`src/rtl/lcf_pkg.sv`:
```
// configuration constants, field layouts and state carrier for the lcd driver configuration block
// assumes a 20 MHz system clock and an 8-bit special-function register port
package lcf_pkg;

   // ----------------------------------------------------------------
   // register addresses and reset values
   // ----------------------------------------------------------------
   localparam logic [7:0] MAIN_CFG_ADDR = 8'h95;
   localparam logic [7:0] SEC_CFG_ADDR = 8'h9C;
   localparam logic [7:0] MAIN_CFG_RESET = 8'h01;
   localparam logic [7:0] SEC_CFG_RESET = 8'h00;
   localparam logic [7:0] UNMAPPED_READ = 8'h00;
   localparam logic [7:0] SEC_CFG_WRITE_MASK = 8'h7F;

   // ----------------------------------------------------------------
   // field encodings
   // ----------------------------------------------------------------
   localparam logic [1:0] MUX_RESERVED = 2'h0;
   localparam logic [1:0] MUX_TWO = 2'h1;
   localparam logic [1:0] MUX_THREE = 2'h2;
   localparam logic [1:0] MUX_FOUR = 2'h3;
   localparam logic [1:0] FLASH_SW_OFF = 2'h0;
   localparam logic [1:0] FLASH_SW_ON = 2'h1;
   localparam logic [1:0] FLASH_FIXED_2HZ = 2'h2;
   localparam logic [1:0] FLASH_BY_RATE = 2'h3;

   // ----------------------------------------------------------------
   // timing
   // ----------------------------------------------------------------
   localparam int CLK_HZ = 20_000_000;
   localparam int BASE_FAST_HZ = 2048;
   localparam int BASE_SLOW_HZ = 128;
   localparam int BASE_FAST_CYCLES = CLK_HZ / BASE_FAST_HZ;
   localparam int BASE_SLOW_CYCLES = CLK_HZ / BASE_SLOW_HZ;
   localparam int TICK_W = 18;
   // blink timing counted in quarter seconds of base ticks
   localparam int QTR_FAST_TICKS = BASE_FAST_HZ / 4;
   localparam int QTR_SLOW_TICKS = BASE_SLOW_HZ / 4;
   localparam int QTR_W = 10;
   // half periods in quarter seconds: 2 Hz, 1 Hz, 1/2 Hz, 1/3 Hz, 1/4 Hz
   localparam logic [3:0] HALF_2HZ = 4'h1;
   localparam logic [3:0] HALF_1HZ = 4'h2;
   localparam logic [3:0] HALF_1_2HZ = 4'h4;
   localparam logic [3:0] HALF_1_3HZ = 4'h6;
   localparam logic [3:0] HALF_1_4HZ = 4'h8;

   // ----------------------------------------------------------------
   // register layouts
   // ----------------------------------------------------------------
   typedef struct packed {
      logic display_driver_on;
      logic display_memory_clear;
      logic flash_toggle_on;
      logic sleep_display_off;
      logic base_clock_choice;
      logic bias_third;
      logic [1:0] common_count_field;
   } lcf_main_cfg_s;

   typedef struct packed {
      logic reserved;
      logic external_ladder_choice;
      logic [5:0] contrast_level_field;
   } lcf_sec_cfg_s;

   // driver-facing outputs, all registered
   typedef struct packed {
      logic driver_run;
      logic memory_clear;
      logic display_visible;
      logic base_tick;
      logic bias_third;
      logic [1:0] common_count;
      logic pin_a_common;
      logic pin_b_common;
      logic [1:0] common_phase;
      logic ladder_on;
      logic pump_on;
      logic contrast_upper;
      logic [4:0] contrast_step;
   } lcf_drive_s;

   typedef struct packed {
      lcf_main_cfg_s main_cfg;
      lcf_sec_cfg_s sec_cfg;
      logic [7:0] rdata;
      logic [TICK_W-1:0] tick_cnt;
      logic [QTR_W-1:0] qtr_cnt;
      logic [3:0] half_cnt;
      logic blink_phase;
      lcf_drive_s drive;
   } lcf_state_s;

endpackage

```
`src/rtl/lcf_config.sv`:
```
// lcd driver configuration registers, base clock tick, blink phase and pin role decode
// assumes a synchronous 8-bit register port and sleep/timing fields from neighbouring logic

module lcf_config #(
   parameter int BASE_FAST_CYCLES = lcf_pkg::BASE_FAST_CYCLES,
   parameter int BASE_SLOW_CYCLES = lcf_pkg::BASE_SLOW_CYCLES,
   parameter int QTR_FAST_TICKS = lcf_pkg::QTR_FAST_TICKS,
   parameter int QTR_SLOW_TICKS = lcf_pkg::QTR_SLOW_TICKS
) (
   // clock, reset, enable
   input wire logic i_clk,
   input wire logic i_rst,
   input wire logic i_ce,
   // special-function register port
   input wire logic [7:0] i_sfr_addr,
   input wire logic i_sfr_wr,
   input wire logic i_sfr_rd,
   input wire logic [7:0] i_sfr_wdata,
   output logic [7:0] o_sfr_rdata,
   // system status and timing fields
   input wire logic i_sleep_power_state,
   input wire logic [1:0] i_flash_source_field,
   input wire logic [1:0] i_flash_rate_field,
   // driver controls
   output lcf_pkg::lcf_drive_s o_drive
);

   // ----------------------------------------------------------------
   // state
   // ----------------------------------------------------------------
   lcf_pkg::lcf_state_s state_r;
   lcf_pkg::lcf_state_s state_nxt;

   localparam logic [lcf_pkg::TICK_W-1:0] FAST_LAST = lcf_pkg::TICK_W'(BASE_FAST_CYCLES - 1);
   localparam logic [lcf_pkg::TICK_W-1:0] SLOW_LAST = lcf_pkg::TICK_W'(BASE_SLOW_CYCLES - 1);
   localparam logic [lcf_pkg::QTR_W-1:0] QTR_FAST_LAST = lcf_pkg::QTR_W'(QTR_FAST_TICKS - 1);
   localparam logic [lcf_pkg::QTR_W-1:0] QTR_SLOW_LAST = lcf_pkg::QTR_W'(QTR_SLOW_TICKS - 1);

   // ----------------------------------------------------------------
   // combinational helpers
   // ----------------------------------------------------------------
   logic run;
   logic base_tick;
   logic qtr_tick;
   logic [3:0] half_len;
   logic [1:0] last_phase;
   logic [lcf_pkg::TICK_W-1:0] tick_last;
   logic [lcf_pkg::QTR_W-1:0] qtr_last;
   logic wr_main;
   logic wr_sec;
   logic [7:0] rd_word;
   lcf_pkg::lcf_main_cfg_s main_wr;
   lcf_pkg::lcf_sec_cfg_s sec_wr;
   logic [lcf_pkg::TICK_W-1:0] tick_nxt;
   logic [lcf_pkg::QTR_W-1:0] qtr_nxt;
   logic [1:0] phase_nxt;
   logic flash_timed;
   logic [3:0] half_nxt;
   logic phase_flip;
   logic pin_a_role;
   logic pin_b_role;
   logic ladder_role;
   logic pump_role;
   logic visible_nxt;

   // ----------------------------------------------------------------
   // run gating
   // ----------------------------------------------------------------
   // sleep override only ever turns the display off, never on
   assign run = state_r.main_cfg.display_driver_on
      & ~(i_sleep_power_state & state_r.main_cfg.sleep_display_off);

   // ----------------------------------------------------------------
   // register port decode
   // ----------------------------------------------------------------
   assign wr_main = i_sfr_wr && (i_sfr_addr == lcf_pkg::MAIN_CFG_ADDR);
   assign wr_sec = i_sfr_wr && (i_sfr_addr == lcf_pkg::SEC_CFG_ADDR);

   // a read alongside a write returns the contents before that write
   always_comb begin
      case (i_sfr_addr)
         lcf_pkg::MAIN_CFG_ADDR: rd_word = state_r.main_cfg;
         lcf_pkg::SEC_CFG_ADDR: rd_word = state_r.sec_cfg;
         default: rd_word = lcf_pkg::UNMAPPED_READ;
      endcase
   end

   // reserved top bit of the secondary register is never stored
   always_comb begin
      main_wr = state_r.main_cfg;
      sec_wr = state_r.sec_cfg;
      if (wr_main) begin
         main_wr = lcf_pkg::lcf_main_cfg_s'(i_sfr_wdata);
      end
      if (wr_sec) begin
         sec_wr = lcf_pkg::lcf_sec_cfg_s'(i_sfr_wdata & lcf_pkg::SEC_CFG_WRITE_MASK);
      end
   end

   // ----------------------------------------------------------------
   // base clock divider and common sequencing
   // ----------------------------------------------------------------
   always_comb begin
      if (state_r.main_cfg.base_clock_choice) begin
         tick_last = SLOW_LAST;
         qtr_last = QTR_SLOW_LAST;
      end else begin
         tick_last = FAST_LAST;
         qtr_last = QTR_FAST_LAST;
      end
   end

   // >= keeps a switch to the faster clock from stranding the count
   assign base_tick = run && (state_r.tick_cnt >= tick_last);
   assign qtr_tick = base_tick && (state_r.qtr_cnt >= qtr_last);

   always_comb begin
      tick_nxt = state_r.tick_cnt + 1'b1;
      qtr_nxt = state_r.qtr_cnt;
      if (base_tick) begin
         tick_nxt = '0;
         if (qtr_tick) begin
            qtr_nxt = '0;
         end else begin
            qtr_nxt = state_r.qtr_cnt + 1'b1;
         end
      end
   end

   // common phase wraps at the number of commons in use
   always_comb begin
      case (state_r.main_cfg.common_count_field)
         lcf_pkg::MUX_TWO: last_phase = 2'h1;
         lcf_pkg::MUX_THREE: last_phase = 2'h2;
         lcf_pkg::MUX_FOUR: last_phase = 2'h3;
         default: last_phase = 2'h0;
      endcase
   end

   always_comb begin
      phase_nxt = state_r.drive.common_phase;
      if (base_tick) begin
         if (state_r.drive.common_phase >= last_phase) begin
            phase_nxt = 2'h0;
         end else begin
            phase_nxt = state_r.drive.common_phase + 1'b1;
         end
      end
   end

   // ----------------------------------------------------------------
   // blink timing
   // ----------------------------------------------------------------
   always_comb begin
      case (i_flash_rate_field)
         2'h0: half_len = lcf_pkg::HALF_1HZ;
         2'h1: half_len = lcf_pkg::HALF_1_2HZ;
         2'h2: half_len = lcf_pkg::HALF_1_3HZ;
         2'h3: half_len = lcf_pkg::HALF_1_4HZ;
         default: half_len = lcf_pkg::HALF_1HZ;
      endcase
      if (i_flash_source_field == lcf_pkg::FLASH_FIXED_2HZ) begin
         half_len = lcf_pkg::HALF_2HZ;
      end
   end

   // only the two timed sources advance the half-period count
   assign flash_timed = state_r.main_cfg.flash_toggle_on && i_flash_source_field[1];

   always_comb begin
      half_nxt = state_r.half_cnt;
      phase_flip = 1'b0;
      if (qtr_tick) begin
         if (state_r.half_cnt + 4'h1 >= half_len) begin
            half_nxt = '0;
            phase_flip = 1'b1;
         end else begin
            half_nxt = state_r.half_cnt + 4'h1;
         end
      end
   end

   // ----------------------------------------------------------------
   // pin roles, bias supply and visibility
   // ----------------------------------------------------------------
   // both shared pins stay segments while idle or on the reserved code
   always_comb begin
      pin_a_role = 1'b0;
      pin_b_role = 1'b0;
      case (state_r.main_cfg.common_count_field)
         lcf_pkg::MUX_THREE: begin
            pin_b_role = run;
         end
         lcf_pkg::MUX_FOUR: begin
            pin_a_role = run;
            pin_b_role = run;
         end
         default: begin
            pin_a_role = 1'b0;
            pin_b_role = 1'b0;
         end
      endcase
   end

   // exactly one supply source is live while running, none while idle
   assign ladder_role = run && state_r.sec_cfg.external_ladder_choice;
   assign pump_role = run && !state_r.sec_cfg.external_ladder_choice;

   always_comb begin
      if (!run) begin
         visible_nxt = 1'b0;
      end else if (!state_r.main_cfg.flash_toggle_on) begin
         visible_nxt = 1'b1;
      end else begin
         case (i_flash_source_field)
            lcf_pkg::FLASH_SW_OFF: visible_nxt = 1'b0;
            lcf_pkg::FLASH_SW_ON: visible_nxt = 1'b1;
            default: visible_nxt = ~state_r.blink_phase;
         endcase
      end
   end

   // ----------------------------------------------------------------
   // next state
   // ----------------------------------------------------------------
   always_comb begin
      state_nxt = state_r;

      // register writes
      state_nxt.main_cfg = main_wr;
      state_nxt.sec_cfg = sec_wr;

      // register reads, answered one cycle later
      if (i_sfr_rd) begin
         state_nxt.rdata = rd_word;
      end

      // divider, common sequencing and blink phase
      if (!run) begin
         state_nxt.tick_cnt = '0;
         state_nxt.qtr_cnt = '0;
         state_nxt.half_cnt = '0;
         state_nxt.blink_phase = 1'b0;
         state_nxt.drive.common_phase = 2'h0;
      end else begin
         state_nxt.tick_cnt = tick_nxt;
         state_nxt.qtr_cnt = qtr_nxt;
         state_nxt.drive.common_phase = phase_nxt;
         if (!flash_timed) begin
            state_nxt.half_cnt = '0;
            state_nxt.blink_phase = 1'b0;
         end else begin
            state_nxt.half_cnt = half_nxt;
            state_nxt.blink_phase = state_r.blink_phase ^ phase_flip;
         end
      end

      // registered outputs: enable, clear, visibility and base tick
      state_nxt.drive.driver_run = run;
      state_nxt.drive.memory_clear = state_r.main_cfg.display_memory_clear;
      state_nxt.drive.display_visible = visible_nxt;
      state_nxt.drive.base_tick = base_tick;

      // waveform shape and pin roles
      state_nxt.drive.bias_third = state_r.main_cfg.bias_third;
      state_nxt.drive.common_count = state_r.main_cfg.common_count_field;
      state_nxt.drive.pin_a_common = pin_a_role;
      state_nxt.drive.pin_b_common = pin_b_role;

      // bias supply and contrast
      state_nxt.drive.ladder_on = ladder_role;
      state_nxt.drive.pump_on = pump_role;
      state_nxt.drive.contrast_upper = state_r.sec_cfg.contrast_level_field[5];
      state_nxt.drive.contrast_step = state_r.sec_cfg.contrast_level_field[4:0];
   end

   // ----------------------------------------------------------------
   // state register
   // ----------------------------------------------------------------
   always_ff @(posedge i_clk or posedge i_rst) begin
      if (i_rst) begin
         state_r <= '0;
         state_r.main_cfg <= lcf_pkg::lcf_main_cfg_s'(lcf_pkg::MAIN_CFG_RESET);
         state_r.sec_cfg <= lcf_pkg::lcf_sec_cfg_s'(lcf_pkg::SEC_CFG_RESET);
         state_r.drive.common_count <= lcf_pkg::MUX_TWO;
      end else if (i_ce) begin
         state_r <= state_nxt;
      end
   end

   assign o_sfr_rdata = state_r.rdata;
   assign o_drive = state_r.drive;

endmodule

```
`config.mk`:
```
export PLATFORM = sky130hd
export DESIGN_NAME = lcf_config
export DESIGN_NICKNAME = d
export VERILOG_FILES = /design/src/rtl/lcf_pkg.sv /design/src/rtl/lcf_config.sv
export SDC_FILE = /design/constraint.sdc
export NUM_CORES = 1
export LEC_CHECK = 0
export ABC_CLOCK_PERIOD_IN_PS = 3200
export BUFFER_PORTS_ARGS = -buffer_cell sky130_fd_sc_hd__buf_2
export CORE_UTILIZATION = 40
export CTS_CLUSTER_SIZE = 16
export DETAILED_ROUTE_END_ITERATION = 6
export SLEW_MARGIN = 10
export SYNTH_ARGS = -nofsm -noshare
export SYNTH_HDL_FRONTEND = slang
export SYNTH_SLANG_ARGS = --single-unit
```
`constraint.sdc`:
```
create_clock -name i_clk -period 3.2 [get_ports i_clk]
set_input_delay 0.16 -clock i_clk [delete_from_list [all_inputs] [get_ports i_clk]]
set_output_delay 0.16 -clock i_clk [all_outputs]
set_load 0.02 [all_outputs]
```
==> impl_metrics.toml, run 1 <==
[run_status]
outcome = "finished, final reports clean"

[synthesis]
synth_top_area_cell = "dfrtp_1"
synth_edf_count = 0
synth_area_per_cell_um2 = 10.1
syn-cell-area_um2 = 4290
yosysUniqueCellTypes = 65
synthCells = 423
ys.flop_type = "dfrtp_1"
yosys-top-cells-count = "dfrtp_1, nand2_1, buf_4, nor2_1"
synth-seq-area-share = 0.438
yosysTopAreaCellShare = 0.426
ys_async_sr_fraction = 1.00
ys_seq_elements = 75
synth_most_common_cell = "dfrtp_1"
synth_warnings = 0
synth_nets = 474
synth_area_leaders = "dfrtp_1, ha_1, mux2_2, buf_4, nand2_1"

[global_route]
grt_max_degree = 28
grt_pass1_vias = 3092
grt_pass1_wl_mm = 15.4
antenna_found_initial = 0
overflow = 0
grtUsageTotal = 0.175

[route]
dr.pass1.iters = 4
wire_per_inst_um = 15.0
drtIter0Drc = 128
maxUsedRoutingLayer = "met4"
dr_wl_met3_um = 241
wl_met2_mm = 4.16
via_per_inst = 5.26
wl_met1_mm = 4.43
routed_wl_mm = 8.98
drc = 0
vias = 3146
ant_nets = 0

[worst_setup_path]
worst-path-buf-inv = 0
cp_slowest_cell = "dfrtp_1"
critical_path.max_stage_delay_ps = 510
critical_path_class = "flop to flop"
crit_chain = "ha_1 -> or3b_2 -> a2111oi_4 -> a21o_4 -> or2_1 -> o21ai_2 -> a221o_1"
crit_family = "compound AO/OA/AOI/OAI gates"
start_kind = "flop"
worstPathMaxFanout = 10
cp.arrival_ps = 3120
crit_required_ps = 3430
end_kind = "flop"

[clock_network]
cts_tree = "yes"
cts-buffers-inserted = 9
insertion_delay_ps = 350
clockRootBuffer = "clkbuf_8"
ctsResizeCount = 0
cts_max_level = 3
path_clk_slew_ps = 90
clk_path_buf_depth = 2
clkSinkCount = 75

[job]
max_cap_viol_count = 0

[sta]
fin_crit_sh = 0.903
fmax_mhz = 346
slew_headroom = 0.464
setup-violations-final = 0
finalSetupTns_ps = 0
rsz0062_at_grt = "no"
max_slew.worst_pin.slew_ps = 803
drv_slew = 0
layout_min_cycle_time_ps = 2890
finClkSkew_ps = 12.6
hold_viol_final = 0

[placement]
gp_congestion = 0.809
port_buffers = 52
dpl.cell_count = 581
hpwl_mm = 6.54

[cells_and_area]
final_nets = 508
fin_cells = 598
layout-drive-gt1-share = 0.255
diodes = 0
area_growth_pct = 11.6

[power]
powerDensity_nw_per_um2 = 415
irDropWorstVdd_mv = 0.327
p_leak_nw = 2.29

[floorplanning]
die_h_um = 106
initial_core_util = 0.414
dieArea_um2 = 11100
die_x_um = 106
coreArea_um2 = 10400
num_rows = 37
pin_count = 53

[worst_hold_path]
min-delay-path-class = "input pin to flop"
-- what timing repair did --
action	in CTS	in global routing
buffers inserted	0	0
endpoints found under the setup margin	0	0
endpoints found under the hold margin	21	0
hold buffers	1	0
-- area by class of cell --
class	instances	area [um^2]
clock buffers	10	128
clock inverters	6	113
fillers	1009	5580
inverters	20	75.1
multi-input cells	287	2070
flip-flops and latches	75	1880
well taps	136	170
repair buffers	64	353
-- cell families after synthesis --
family          after synthesis  share of synthesized area
buf+inv                      61                     0.0796
mux                          27                     0.0703
compound gates               72                      0.123
flops                        75                      0.438
simple gates                145                      0.179
xor+xnor                     18                     0.0368
fa+ha+maj                    25                     0.0729
-- flip-flops by register name (all words and copies together) (netlist names) --
signal / flops
o_sfr_rdata: 8
state_r: 38
state_nxt: 10
o_drive: 19
-- path summary, 6_finish.rpt --
path / from / slack, ps / cells past startpoint / endpoint
max: state_r[71]$_DFFE_PP0P_ / 310 / 7 / state_r[32]$_DFFE_PP0P_
min: i_sfr_wdata[7] / 50 / 2 / state_r[75]$_DFFE_PP0P_
max reg2reg: state_r[71]$_DFFE_PP0P_ / 310 / 7 / state_r[32]$_DFFE_PP0P_
min reg2reg: o_sfr_rdata[5]$_DFFE_PP0P_ / 480 / 2 / o_sfr_rdata[5]$_DFFE_PP0P_
max in group asynchronous: i_rst / 2040 / 4 / state_nxt[12]$_DFFE_PP1P_
min in group asynchronous: i_rst / 370 / 3 / o_drive[1]$_DFFE_PP0P_
-- metrics by stage --
stage	util	worst slack [ps]	total power, W	cell area (um^2)	hold WS (ps)
2_1_floorplan	-	679	0.00107	4290	277
3_3_place_gp	0.437	407	0.00111	4540	211
3_5_place_dp	0.437	345	0.00111	4540	218
4_1_cts	0.462	312	0.00201	4790	29.0
5_1_grt	0.462	103	0.00206	4790	40.5
6_report	0.462	311	0.00198	4790	50.1
-- per-layer routing --
| layer | vias to the layer above | GRT usage |
|---|---|---|
| met5 | - | 0 |
| met4 | 0 | 0.0575 |
| met3 | 12 | 0.0334 |
| met2 | 36 | 0.271 |
| met1 | 1543 | 0.246 |
| li1 | 1555 | - |
-- worst register-to-register path, delay by kind of cell (launching register included) --
kind | cells | cell delay (ps)
AOI/OAI and AO/OA | 4 | 1090
and+or+nand+nor | 2 | 810
DFF | 1 | 510
adders and majority gates | 1 | 350
-- where the power goes --
part	internal (W)	switching, W
clock	0.000521	0.000370
combinational	0.0000454	0.0000775
sequential	0.000959	0.0000103
total	0.00153	0.000458
-- layout by cell type, fill, tap and decap left out, types with 3 or more instances in the layout --
master,netlist,final
xnor2_1,5,5
nand4_1,10,10
nor3_1,4,4
clkbuf_8,0,9
dfrtp_1,73,73
nor3b_1,5,5
and3_1,10,10
a21oi_1,6,6
o22ai_1,5,5
inv_1,20,19
o21ai_0,22,22
nand2b_1,7,7
and4_1,3,3
o211ai_1,3,3
nand3_1,22,22
a22o_1,3,3
xor2_1,13,13
buf_2,3,52
a22oi_1,8,8
bufinv_16,0,3
nor2_1,27,27
buf_4,27,11
nand2_1,37,37
mux2_2,25,25
ha_1,25,25
nor2b_1,3,3
Note: power is estimated with default switching activity, not from simulation.
==> inputs of run 2 (changes only) <==
--- a/config.mk
+++ b/config.mk
@@ -5,9 +5,10 @@
 export SDC_FILE = /design/constraint.sdc
 export NUM_CORES = 1
 export LEC_CHECK = 0
-export ABC_CLOCK_PERIOD_IN_PS = 3200
+export ABC_CLOCK_PERIOD_IN_PS = 2700
 export BUFFER_PORTS_ARGS = -buffer_cell sky130_fd_sc_hd__buf_2
 export CORE_UTILIZATION = 40
+export CTS_BUF_LIST = sky130_fd_sc_hd__clkbuf_16
 export CTS_CLUSTER_SIZE = 16
 export DETAILED_ROUTE_END_ITERATION = 6
 export SLEW_MARGIN = 10
==> constraint.sdc (replaced) <==
create_clock -name i_clk -period 2.7 [get_ports i_clk]
set_input_delay 0.135 -clock i_clk [delete_from_list [all_inputs] [get_ports i_clk]]
set_output_delay 0.135 -clock i_clk [all_outputs]
set_load 0.02 [all_outputs]
==> run 2 against run 1 <==
- global-route usage rose by 0.15 points
- first-iteration DRC count rose by 14%
- cell area rose by 2.6%
- register-to-register slack got worse by 170 ps
- critical path depth did not move
==> impl_metrics.toml, run 2 (synthesis gave the netlist of run 1 again) <==
[worst_hold_path]
hold_depth = 3
hold_start = "i_sfr_wdata[1]"
hold_end = "state_nxt[13]$_DFFE_PP0P_"
min-delay-path-class = "input pin to flop"

[floorplanning]
coreArea_um2 = 10400
dieArea_um2 = 11100
die_x_um = 106
initial_core_util = 0.414
pin_count = 53
num_rows = 37
die_h_um = 106

[worst_setup_path]
start_kind = "flop"
r2r_start = "state_r[71]$_DFFE_PP0P_"
cp_slowest_cell = "or3b_2"
crit_family = "simple AND/OR/NAND/NOR gates"
worst-path-buf-inv = 0
critical_path_class = "flop to flop"
worstPathMaxFanout = 6
critical_path.max_stage_delay_ps = 480
crit_required_ps = 2920
end_kind = "flop"
crit_chain = "ha_1 -> or3b_2 -> a2111oi_4 -> a21o_4 -> nor2_1 -> or3_4 -> o41ai_2"
cp.arrival_ps = 2780
r2r-end = "state_r[23]$_DFFE_PP0P_"
reg2regPathDepth = 7
rrSetupSlack_ps = 140

[sta]
finClkSkew_ps = 6.70
finalSetupTns_ps = 0
hold_viol_final = 0
layout_min_cycle_time_ps = 2560
rsz0062_at_grt = "no"
max_slew.worst_pin.slew_ps = 750
drv_slew = 0
setup-violations-final = 0
fmax_mhz = 391
slew_headroom = 0.499
fin_crit_sh = 0.948

[cells_and_area]
register_area_um2 = 1880
largest_reg_flops = 38
largest_register = "state_r"
diodes = 0
final_common_cell = "dfrtp_1"
mostFrequentLayoutCells = "dfrtp_1, buf_2, nand2_1"
nFillCells = 978
area_growth_pct = 14.4
multiInputGateArea_um2 = 2070
layout-drive-gt1-share = 0.254
final_nets = 510
final_util = 0.473

[placement]
port_buffers = 52
hpwl_mm = 6.62
gp_congestion = 0.839

[route]
wire_per_inst_um = 15.2
drtIter0Drc = 146
routed_wl_mm = 9.14
drc = 0
dr.pass1.iters = 4
ant_nets = 0
via_per_inst = 5.28
vias = 3168

[global_route]
busiest_layer = "met2"
gr-usage-met1 = 0.239
antenna_found_initial = 0
grt_max_degree = 42
grt_pass1_vias = 3107
grt_use_met3 = 0.0427
grt_pass1_wl_mm = 15.6
overflow = 0
gr-usage-met2 = 0.285
grtUsageTotal = 0.177

[power]
powerDensity_nw_per_um2 = 539
irDropWorstVdd_mv = 0.314
p_leak_nw = 2.35
totalPowerFinal_w = 0.00264

[clock_network]
clkSinkCount = 75
insertion_delay_ps = 330
cts-buffers-inserted = 9
ctsResizeCount = 0
clockRootBuffer = "clkbuf_16"
cts_tree = "yes"
cts_max_level = 3
clk_path_buf_depth = 2
path_clk_slew_ps = 60

[job]
max_cap_viol_count = 0

[run_status]
outcome = "finished, final reports clean"
-- run 2: layout make-up --
| type | count | share of cell area |
|---|---|---|
| multi-input combinational | 287 | 0.421 |
| sequential | 75 | 0.383 |
| timing repair buffer | 66 | 0.0775 |
| clock buffer | 9 | 0.0459 |
| tap | 136 | 0.0347 |
| clock inverter | 7 | 0.0224 |
| inverter | 20 | 0.0153 |
-- run 2: worst reg2reg max path: cells and delay by family, from the launching register on --
kind	cells	cell delay, ps
simple gates	3	1030
flops	1	390
fa+ha+maj	1	290
compound gates	3	740
-- run 2: through the flow --
step	cells	worst slack, ps	hold slack, ps	cell area (um^2)
after global routing	600	29.5	34.2	4910
after CTS	599	89.9	35.3	4900
final	600	141	36.7	4910
after floorplan	423	179	252	4290
after global placement	582	150	308	4560
after detailed placement	582	125	317	4560
-- run 2: repair_timing --
| item | 4_1_cts | 5_1_grt |
|---|---|---|
| buffers inserted | 0 | 1 |
| endpoints found under the setup margin | 0 | 2 |
| hold buffers | 1 | 0 |
| hold endpoints to repair | 32 | 0 |
-- run 2: report_power, final --
| part | internal [W] | switching [W] |
|---|---|---|
| Sequential | 0.00114 | 0.0000110 |
| Combinational | 0.0000561 | 0.0000946 |
| Clock | 0.000894 | 0.000450 |
| Total | 0.00209 | 0.000555 |
-- run 2: how the worst max path moves through the flow --
stage | start | to | depth (start not counted)
floorplan | state_r[71]$_DFFE_PP0P_ | state_r[32]$_DFFE_PP0P_ | 8
finish | state_r[71]$_DFFE_PP0P_ | state_r[23]$_DFFE_PP0P_ | 7
CTS | state_r[44]$_DFFE_PP0P_ | state_r[23]$_DFFE_PP0P_ | 7
global placement | state_r[44]$_DFFE_PP0P_ | state_r[23]$_DFFE_PP0P_ | 7
detailed placement | state_r[44]$_DFFE_PP0P_ | state_r[23]$_DFFE_PP0P_ | 7
global route | state_r[71]$_DFFE_PP0P_ | state_r[23]$_DFFE_PP0P_ | 7
-- run 2: layer usage --
metal | wire, um | vias to the layer above
met5 | 0 | -
met4 | 97 | 0
met3 | 327 | 9
met2 | 4320 | 47
met1 | 4390 | 1548
li1 | - | 1564
